==> src/pbm_pkg.sv <==
// Package for the basic mode control and status register pair.
// Assumes a 25 MHz core clock and a management clock that the core samples.
package pbm_pkg;
   // Register addresses on the serial management interface
   localparam logic [4:0] REG_CTRL = 5'h00;
   localparam logic [4:0] REG_STAT = 5'h01;
   // Control register field positions
   localparam int CTRL_SRST = 15;
   localparam int CTRL_LOOP = 14;
   localparam int CTRL_PWDN = 11;
   localparam int CTRL_ISO = 10;
   // Fixed control fields: speed 100 Mbps, no auto-negotiation
   localparam logic [1:0] CTRL_SPD_AN = 2'h2;
   localparam logic [9:0] CTRL_RSV_VAL = 10'h100;
   // Status register field positions
   localparam int STAT_PRE_SUP = 6;
   localparam int STAT_AN_DONE = 5;
   localparam int STAT_FAULT = 4;
   localparam int STAT_LINK = 2;
   localparam int STAT_JABBER = 1;
   localparam int STAT_EXT_CAP = 0;
   // Status bits that always read one
   localparam logic [15:0] STAT_FIXED = 16'h0061;
   // Management frame layout
   localparam logic [5:0] PRE_BITS = 6'h20;
   localparam logic [4:0] HDR_LAST = 5'h0B;
   localparam logic [4:0] DATA_LAST = 5'h0F;
   localparam logic [1:0] OP_RD = 2'h2;
   localparam logic [1:0] OP_WR = 2'h1;
   localparam logic [1:0] TA_WR = 2'h2;
   // Soft reset duration, rounded up to whole core cycles
   localparam int CLK_NS = 40;
   localparam int SRST_NS = 640;
   localparam int SRST_CYC = (SRST_NS + CLK_NS - 1) / CLK_NS;
   // Frame decoder states, one-hot
   typedef enum logic [4:0]
   {
      S_IDLE = 5'b00001,
      S_ST = 5'b00010,
      S_HDR = 5'b00100,
      S_TA = 5'b01000,
      S_DATA = 5'b10000
   } pbm_state_e;
endpackage

==> src/pbm_regs.sv <==
// Basic mode control/status registers with their management frame slave.
// Assumes MAC-side and PCS-side signals are on core_clk; pins are not.
`timescale 1ns/100ps

module pbm_regs
   import pbm_pkg::*;
#(
   parameter int MII_W = 4
)
(
   // Clock and synchronous reset
   input wire logic core_clk,
   input wire logic rst,
   // Serial management pins
   input wire logic mdc,
   input wire logic mdio_i,
   output logic mdio_o,
   output logic mdio_oe,
   // Strap and power-down pins
   input wire logic [3:0] phy_addr_strap,
   input wire logic irq_powerdown_pin_n,
   // PCS status
   input wire logic link_ok_i,
   input wire logic remote_fault_i,
   input wire logic jabber_i,
   // MAC side
   input wire logic [MII_W-1:0] mii_txd,
   input wire logic mii_tx_en,
   output logic [MII_W-1:0] mii_rxd,
   output logic mii_rx_dv,
   output logic mii_rxd_oe,
   // PCS side
   output logic [MII_W-1:0] pcs_txd,
   output logic pcs_tx_en,
   input wire logic [MII_W-1:0] pcs_rxd,
   input wire logic pcs_rx_dv,
   // Block controls
   output logic pcs_reset,
   output logic power_down,
   output logic link_up
);
   // Synchronisers; first stages feed only second stages
   logic mdc_s1_q, mdc_s2_q, mdc_s3_q;
   logic mdio_s1_q, mdio_s2_q;
   logic pin_s1_q, pin_s2_q;
   logic [3:0] strap_s1_q, strap_s2_q;
   // Frame decoder state
   pbm_state_e state_q;
   logic [4:0] cnt_q;
   logic [5:0] ones_q;
   logic pre_ok_q;
   logic [11:0] sh_q;
   logic [15:0] wsh_q;
   logic op_rd_q, match_q;
   logic [4:0] reg_q;
   logic [4:0] addr_q;
   logic strap_pend_q;
   // Read shifter
   logic [15:0] rsh_q;
   // Control fields
   logic srst_q, loop_q, pwdn_q, iso_q;
   logic [4:0] srst_cnt_q;
   // Latched status fields
   logic st_fault_q, st_link_q, st_jabber_q;
   // Decode helpers
   logic rise, bit_in, pin_on, wr_commit, rd_snap, rd_clr, link_now;
   logic [11:0] hdr_next;
   logic [15:0] wdata, ctrl_rd, stat_rd;

   // Pin synchronisers, no reset needed on pure sampling flops
   always_ff @(posedge core_clk)
   begin
      mdc_s1_q <= mdc;
      mdc_s2_q <= mdc_s1_q;
      mdc_s3_q <= mdc_s2_q;
      mdio_s1_q <= mdio_i;
      mdio_s2_q <= mdio_s1_q;
      pin_s1_q <= irq_powerdown_pin_n;
      pin_s2_q <= pin_s1_q;
      strap_s1_q <= phy_addr_strap;
      strap_s2_q <= strap_s1_q;
   end

   // Strap captured once after reset release, soft reset leaves it
   always_ff @(posedge core_clk)
   begin
      if (rst)
      begin
         addr_q <= 5'h00;
         strap_pend_q <= 1'b1;
      end
      else if (strap_pend_q)
      begin
         addr_q <= {1'b0, strap_s2_q};
         strap_pend_q <= 1'b0;
      end
   end

   // Management clock rising edge and the bit it samples
   assign rise = mdc_s2_q & ~mdc_s3_q;
   assign bit_in = mdio_s2_q;
   assign pin_on = ~pin_s2_q;
   assign hdr_next = {sh_q[10:0], bit_in};
   assign wdata = {wsh_q[14:0], bit_in};
   assign wr_commit = rise && state_q == S_DATA && cnt_q == DATA_LAST
                      && !op_rd_q && match_q;
   assign rd_snap = rise && state_q == S_TA && cnt_q == 5'h00
                    && op_rd_q && match_q;
   assign rd_clr = rd_snap && reg_q == REG_STAT;
   assign link_now = link_ok_i & ~loop_q;
   assign link_up = link_now;

   assign ctrl_rd = {srst_q, loop_q, CTRL_SPD_AN, pwdn_q, iso_q,
                     CTRL_RSV_VAL};
   assign stat_rd = STAT_FIXED | {11'h000, st_fault_q, 1'b0, st_link_q,
                                  st_jabber_q, 1'b0};

   // Frame decoder, advances on each management clock rise
   always_ff @(posedge core_clk)
   begin
      if (rst)
      begin
         state_q <= S_IDLE;
         cnt_q <= 5'h00;
         ones_q <= 6'h00;
         pre_ok_q <= 1'b0;
         sh_q <= 12'h000;
         wsh_q <= 16'h0000;
         op_rd_q <= 1'b0;
         match_q <= 1'b0;
         reg_q <= 5'h00;
      end
      else if (rise)
      begin
         unique case (state_q)
            S_IDLE:
            begin
               if (bit_in)
               begin
                  if (ones_q != PRE_BITS)
                     ones_q <= ones_q + 6'h01;
                  if (ones_q == PRE_BITS - 6'h01)
                     pre_ok_q <= 1'b1;
               end
               else if (pre_ok_q)
               begin
                  state_q <= S_ST;
                  ones_q <= 6'h00;
               end
               else
                  ones_q <= 6'h00;
            end
            S_ST:
            begin
               // Start pattern is zero then one
               state_q <= bit_in ? S_HDR : S_IDLE;
               cnt_q <= 5'h00;
            end
            S_HDR:
            begin
               sh_q <= hdr_next;
               cnt_q <= cnt_q + 5'h01;
               if (cnt_q == HDR_LAST)
               begin
                  cnt_q <= 5'h00;
                  op_rd_q <= hdr_next[11:10] == OP_RD;
                  match_q <= hdr_next[9:5] == addr_q;
                  reg_q <= hdr_next[4:0];
                  // bad opcode demands a fresh preamble
                  if (hdr_next[11:10] != OP_RD && hdr_next[11:10] != OP_WR)
                  begin
                     pre_ok_q <= 1'b0;
                     state_q <= S_IDLE;
                  end
                  else
                     state_q <= S_TA;
               end
            end
            S_TA:
            begin
               sh_q <= hdr_next;
               cnt_q <= cnt_q + 5'h01;
               if (cnt_q != 5'h00)
               begin
                  cnt_q <= 5'h00;
                  state_q <= S_DATA;
                  // bad write turnaround demands a fresh preamble
                  if (!op_rd_q && {sh_q[0], bit_in} != TA_WR)
                  begin
                     pre_ok_q <= 1'b0;
                     state_q <= S_IDLE;
                  end
               end
            end
            S_DATA:
            begin
               wsh_q <= wdata;
               cnt_q <= cnt_q + 5'h01;
               if (cnt_q == DATA_LAST)
               begin
                  state_q <= S_IDLE;
                  cnt_q <= 5'h00;
               end
            end
            default:
               state_q <= S_IDLE;
         endcase
      end
   end

   // Read driver: zero in second turnaround bit, then sixteen data bits
   always_ff @(posedge core_clk)
   begin
      if (rst)
      begin
         mdio_o <= 1'b1;
         mdio_oe <= 1'b0;
         rsh_q <= 16'h0000;
      end
      else if (rd_snap)
      begin
         // Snapshot keeps the value stable while latches clear
         rsh_q <= (reg_q == REG_CTRL) ? ctrl_rd :
                  (reg_q == REG_STAT) ? stat_rd : 16'h0000;
         mdio_o <= 1'b0;
         mdio_oe <= 1'b1;
      end
      else if (rise && mdio_oe &&
               (state_q == S_TA || (state_q == S_DATA && cnt_q != DATA_LAST)))
      begin
         mdio_o <= rsh_q[15];
         rsh_q <= {rsh_q[14:0], 1'b0};
      end
      else if (rise)
      begin
         mdio_o <= 1'b1;
         mdio_oe <= 1'b0;
      end
   end

   // Control register; registers stay writable in power down
   always_ff @(posedge core_clk)
   begin
      if (rst)
      begin
         srst_q <= 1'b0;
         loop_q <= 1'b0;
         pwdn_q <= 1'b0;
         iso_q <= 1'b0;
         srst_cnt_q <= 5'h00;
      end
      else
      begin
         if (srst_q)
         begin
            // hold bit while reset runs, then self clear
            srst_cnt_q <= srst_cnt_q + 5'h01;
            if (srst_cnt_q == 5'(SRST_CYC - 1))
               srst_q <= 1'b0;
            // loopback, power-down and isolate fields return to defaults
            loop_q <= 1'b0;
            pwdn_q <= 1'b0;
            iso_q <= 1'b0;
         end
         else if (wr_commit && reg_q == REG_CTRL)
         begin
            srst_q <= wdata[CTRL_SRST];
            srst_cnt_q <= 5'h00;
            loop_q <= wdata[CTRL_LOOP];
            pwdn_q <= wdata[CTRL_PWDN];
            iso_q <= wdata[CTRL_ISO];
         end
         // asserted pin sets the power-down bit
         if (pin_on)
            pwdn_q <= 1'b1;
      end
   end

   // PCS reset follows the self-clearing bit
   assign pcs_reset = srst_q;
   // power down is bit OR pin
   assign power_down = pwdn_q | pin_on;

   // Latched status; a new event wins over a read clear
   always_ff @(posedge core_clk)
   begin
      if (rst || srst_q)
      begin
         st_fault_q <= 1'b0;
         st_link_q <= 1'b0;
         st_jabber_q <= 1'b0;
      end
      else
      begin
         if (remote_fault_i)
            st_fault_q <= 1'b1;
         else if (rd_clr)
            st_fault_q <= 1'b0;
         if (jabber_i)
            st_jabber_q <= 1'b1;
         else if (rd_clr)
            st_jabber_q <= 1'b0;
         // link latches low, read reloads it
         // A loss in the read cycle still wins, so the next read sees it
         if (!link_now)
            st_link_q <= 1'b0;
         else if (rd_clr)
            st_link_q <= 1'b1;
      end
   end

   // MAC/PCS datapath, loopback and isolation
   always_ff @(posedge core_clk)
   begin
      if (rst)
      begin
         mii_rxd <= '0;
         mii_rx_dv <= 1'b0;
         mii_rxd_oe <= 1'b0;
         pcs_txd <= '0;
         pcs_tx_en <= 1'b0;
      end
      else
      begin
         mii_rxd_oe <= ~iso_q;
         pcs_txd <= iso_q ? '0 : mii_txd;
         pcs_tx_en <= mii_tx_en & ~iso_q & ~power_down;
         if (iso_q)
         begin
            mii_rxd <= '0;
            mii_rx_dv <= 1'b0;
         end
         else if (loop_q)
         begin
            mii_rxd <= mii_txd;
            mii_rx_dv <= mii_tx_en;
         end
         else
         begin
            mii_rxd <= pcs_rxd;
            mii_rx_dv <= pcs_rx_dv;
         end
      end
   end
endmodule

==> config.mk <==
export PLATFORM = sky130hd
export DESIGN_NAME = pbm_regs
export DESIGN_NICKNAME = d
export VERILOG_FILES = /design/src/pbm_pkg.sv /design/src/pbm_regs.sv
export SDC_FILE = /design/constraint.sdc
export NUM_CORES = 1
export LEC_CHECK = 0
export BUFFER_PORTS_ARGS = -buffer_cell sky130_fd_sc_hd__buf_4
export CAP_MARGIN = 10
export CELL_PAD_IN_SITES_DETAIL_PLACEMENT = 0
export CELL_PAD_IN_SITES_GLOBAL_PLACEMENT = 1
export CORE_UTILIZATION = 41
export CTS_CLUSTER_SIZE = 20
export DETAILED_ROUTE_END_ITERATION = 8
export PLACE_DENSITY = 0.73
export SKIP_LAST_GASP = 1
export SLEW_MARGIN = 20
export SYNTH_ARGS = -nofsm -noshare
export SYNTH_HDL_FRONTEND = slang
export SYNTH_SLANG_ARGS = --single-unit
==> constraint.sdc <==
create_clock -name core_clk -period 2.1 [get_ports core_clk]
set_clock_uncertainty 0.1 [all_clocks]
set_input_delay 0.105 -clock core_clk [delete_from_list [all_inputs] [get_ports core_clk]]
set_output_delay 0.105 -clock core_clk [all_outputs]
set_load 0.03 [all_outputs]
==> flow_summary.json <==
{
  "cts_root_buf": "clkbuf_8",
  "required_ps": 2290,
  "layout_setup_ws_ps": -93.5,
  "peakVddDrop_v": 0.000409,
  "core_area_um2": 10500,
  "synth_area_leader_cell": "dfxtp_1",
  "fillerInstances": 953,
  "min_from": "rst",
  "grt-ovfl-total": 0,
  "instances_no_fill": 716,
  "final-seq-area_um2": 2220,
  "synth_warnings": 0,
  "gp_congestion": 0.786,
  "yosys_most_used_dff": "dfxtp_1",
  "slew_viol_final": 0,
  "synth_cell_types": 54,
  "synth.most_common_cell": "dfxtp_1",
  "yosys-top-cells-area": "dfxtp_1 (49%), mux2i_1 (7.7%), a21oi_1 (5.8%), nand2_1 (4.6%), nor2_1 (2.9%)",
  "critPathKind": "register to register",
  "maxCapViolations": 0,
  "synth.top_cell.area_share": 0.491,
  "cts_tree": "yes",
  "vias_per_cell": 5.09,
  "violations": "negative setup slack",
  "pin_count": 38,
  "drive_above_1_share": 0.207,
  "status": "finished, violations left",
  "drt_first_iter_violations": 172,
  "die_h_um": 107,
  "path_max_fanout": 4,
  "wl_per_cell_um": 13.1,
  "port_buffers": 37,
  "placementRows": 37,
  "hold_path_end": "strap_pend_q$_DFF_P_",
  "setup_tns_ps": -934,
  "final-hold-violation-count": 0,
  "cts_buffers": 9,
  "first_pass_iters": 4,
  "fin_crit_ps": 2190,
  "rr_startpoint": "cnt_q[0]$_SDFFE_PP0P_",
  "slew_headroom": 0.658,
  "fin_util": 0.539,
  "tightest_slew_ps": 510,
  "crit_path_start_kind": "register",
  "dp_hpwl_um": 6430,
  "vias": 3647,
  "clockBufferDepth": 2,
  "finalPower_mw": 3.63,
  "r2r.worst_path.cells": 9,
  "holdPathStages": 1,
  "power_density_nw_per_um2": 640,
  "antenna_cells": 0,
  "syn_inst": 497,
  "htreeDepth": 3,
  "rsz0062_at_grt": "yes",
  "fin_crit_sh": 1.04,
  "drc_errors": 0,
  "dieArea_um2": 11500,
  "antenna_found_initial": 0,
  "yosysSeqAreaShare": 0.491,
  "clkLatencyLatePin_ps": 360,
  "ys_ff_latch": 111,
  "grt_pass1_wl_um": 15300,
  "syn_nets": 528,
  "grt_pass1_vias": 3347,
  "drt-total-wl_um": 9410,
  "synthArstFlopShare": 0,
  "cts.sinks": 111,
  "rrSetupSlack_ps": -90,
  "syn_to_final_growth_pct": 25.4,
  "min_path_type": "input port to register",
  "synth_common_cells": "dfxtp_1 (111), nand2_1 (56), a21oi_1 (52)",
  "synth_area_um2": 4520,
  "synth_edf_count": 0,
  "finalSetupViolCount": 18,
  "multi_input_area_um2": 2200,
  "critPathArrivalTime_ps": 2380,
  "start_util": 0.430,
  "grt_max_degree": 51,
  "p_leak_nw": 2.33,
  "placed_cells": 678,
  "worstSetupEndpointType": "register",
  "clk_pin_slew_ps": 100,
  "syn_area_per_cell_um2": 9.10,
  "die_w_um": 107,
  "track_usage": 0.169,
  "r2r_end": "rsh_q[15]$_SDFFE_PP0P_",
  "max_freq_ghz": 0.456,
  "num-nets-final": 606,
  "drtAntennaViolNets": 0
}
[where the power goes]
group          switching (mW)  internal [mW]  total [mW]
clock network           0.687          0.561        1.25
logic                   0.110          0.105       0.216
registers              0.0220           2.14        2.17
total                   0.819           2.81        3.63
[cell usage in the layout (no fill, tap or decap), types with 4 or more instances in the layout]
master | synthesis | routed
nand2b_1 | 10 | 10
a21oi_1 | 52 | 52
dlygate4sd3_1 | 0 | 19
xor2_1 | 6 | 6
nand3_1 | 26 | 23
mux2i_1 | 35 | 35
a211oi_1 | 8 | 8
nor3_1 | 10 | 9
and2_1 | 5 | 5
inv_1 | 15 | 14
xnor2_1 | 6 | 6
buf_4 | 0 | 76
nand4_1 | 4 | 4
ha_1 | 9 | 7
dfxtp_1 | 111 | 109
nand2_1 | 56 | 56
nor2_1 | 35 | 34
nand3_2 | 2 | 5
nor2b_1 | 9 | 9
clkbuf_8 | 0 | 9
o21ai_0 | 12 | 10
[worst max path at each step]
stage	from	end	slack, ps	depth (start not counted)
finish	cnt_q[0]$_SDFFE_PP0P_	rsh_q[15]$_SDFFE_PP0P_	-90	9
global route	cnt_q[0]$_SDFFE_PP0P_	rsh_q[14]$_SDFFE_PP0P_	-150	9
CTS	cnt_q[1]$_SDFFE_PP0P_	rsh_q[15]$_SDFFE_PP0P_	-90	9
detailed placement	cnt_q[1]$_SDFFE_PP0P_	mdio_o$_SDFFE_PP1P_	-120	9
global placement	cnt_q[1]$_SDFFE_PP0P_	mdio_o$_SDFFE_PP1P_	-50	9
floorplan	cnt_q[0]$_SDFFE_PP0P_	rsh_q[13]$_SDFFE_PP0P_	-40	10
[sequential cells by signal, indices dropped and copies added (netlist names), 4 cells and up]
signal / cells
rsh_q: 16
srst_cnt_q: 5
strap_s1_q: 4
pcs_txd: 4
mii_rxd: 4
cnt_q: 5
state_q: 5
wsh_q: 15
strap_s2_q: 4
reg_q: 5
sh_q: 11
addr_q: 4
ones_q: 6
[worst max-delay path, stage by stage, from the launching register on]
cell and delay (ps):
dfxtp_2 350, ha_4 160, nand3_2 80, inv_2 40, ha_4 150, or3b_4 380
a211o_4 390, clkbuf_16 170, mux2i_1 110, a211oi_1 190
[metal layers]
layer	up-vias	GRT usage	wire length, µm
li1	1878	-	-
met3	6	0.0498	327
met4	0	0.0470	87
met2	53	0.284	4540
met1	1710	0.209	4460
met5	-	0	0
[cells by family (layout without fill, tap and decap cells)]
| family | count (synthesis) | in the layout | synth area share |
|---|---|---|---|
| simple gates | 192 | 192 | 0.221 |
| flops | 111 | 111 | 0.491 |
| compound gates | 90 | 90 | 0.114 |
| buf+inv | 46 | 129 | 0.0423 |
| mux | 37 | 37 | 0.0825 |
| xor+xnor | 12 | 12 | 0.0232 |
| fa+ha+maj | 9 | 9 | 0.0249 |
[per-stage QoR]
step / setup WS, ps / hold slack [ps] / area (µm²)
3_5_place_dp: -122 / 111 / 5160
3_3_place_gp: -46.4 / 109 / 5160
5_1_grt: -146 / 25.5 / 5670
2_1_floorplan: -37.7 / 32.7 / 4550
6_report: -93.5 / 41.2 / 5670
4_1_cts: -88.3 / 11.2 / 5560
[final cells by class]
type	count	area share
Clock buffer	12	0.0238
Tap cell	136	0.0300
Timing Repair Buffer	98	0.147
Sequential cell	111	0.392
Multi-Input combinational cell	340	0.388
Clock inverter	4	0.00971
Inverter	15	0.00993
[repair_timing]
action	in CTS	in global routing
cloned	0	2
hold buffers	19	0
setup endpoints to repair	20	29
setup buffers	0	3
pin swaps	3	13
endpoints found under the hold margin	19	0
gates resized for setup	4	12
No activity file was read; power rests on OpenSTA's default activity.
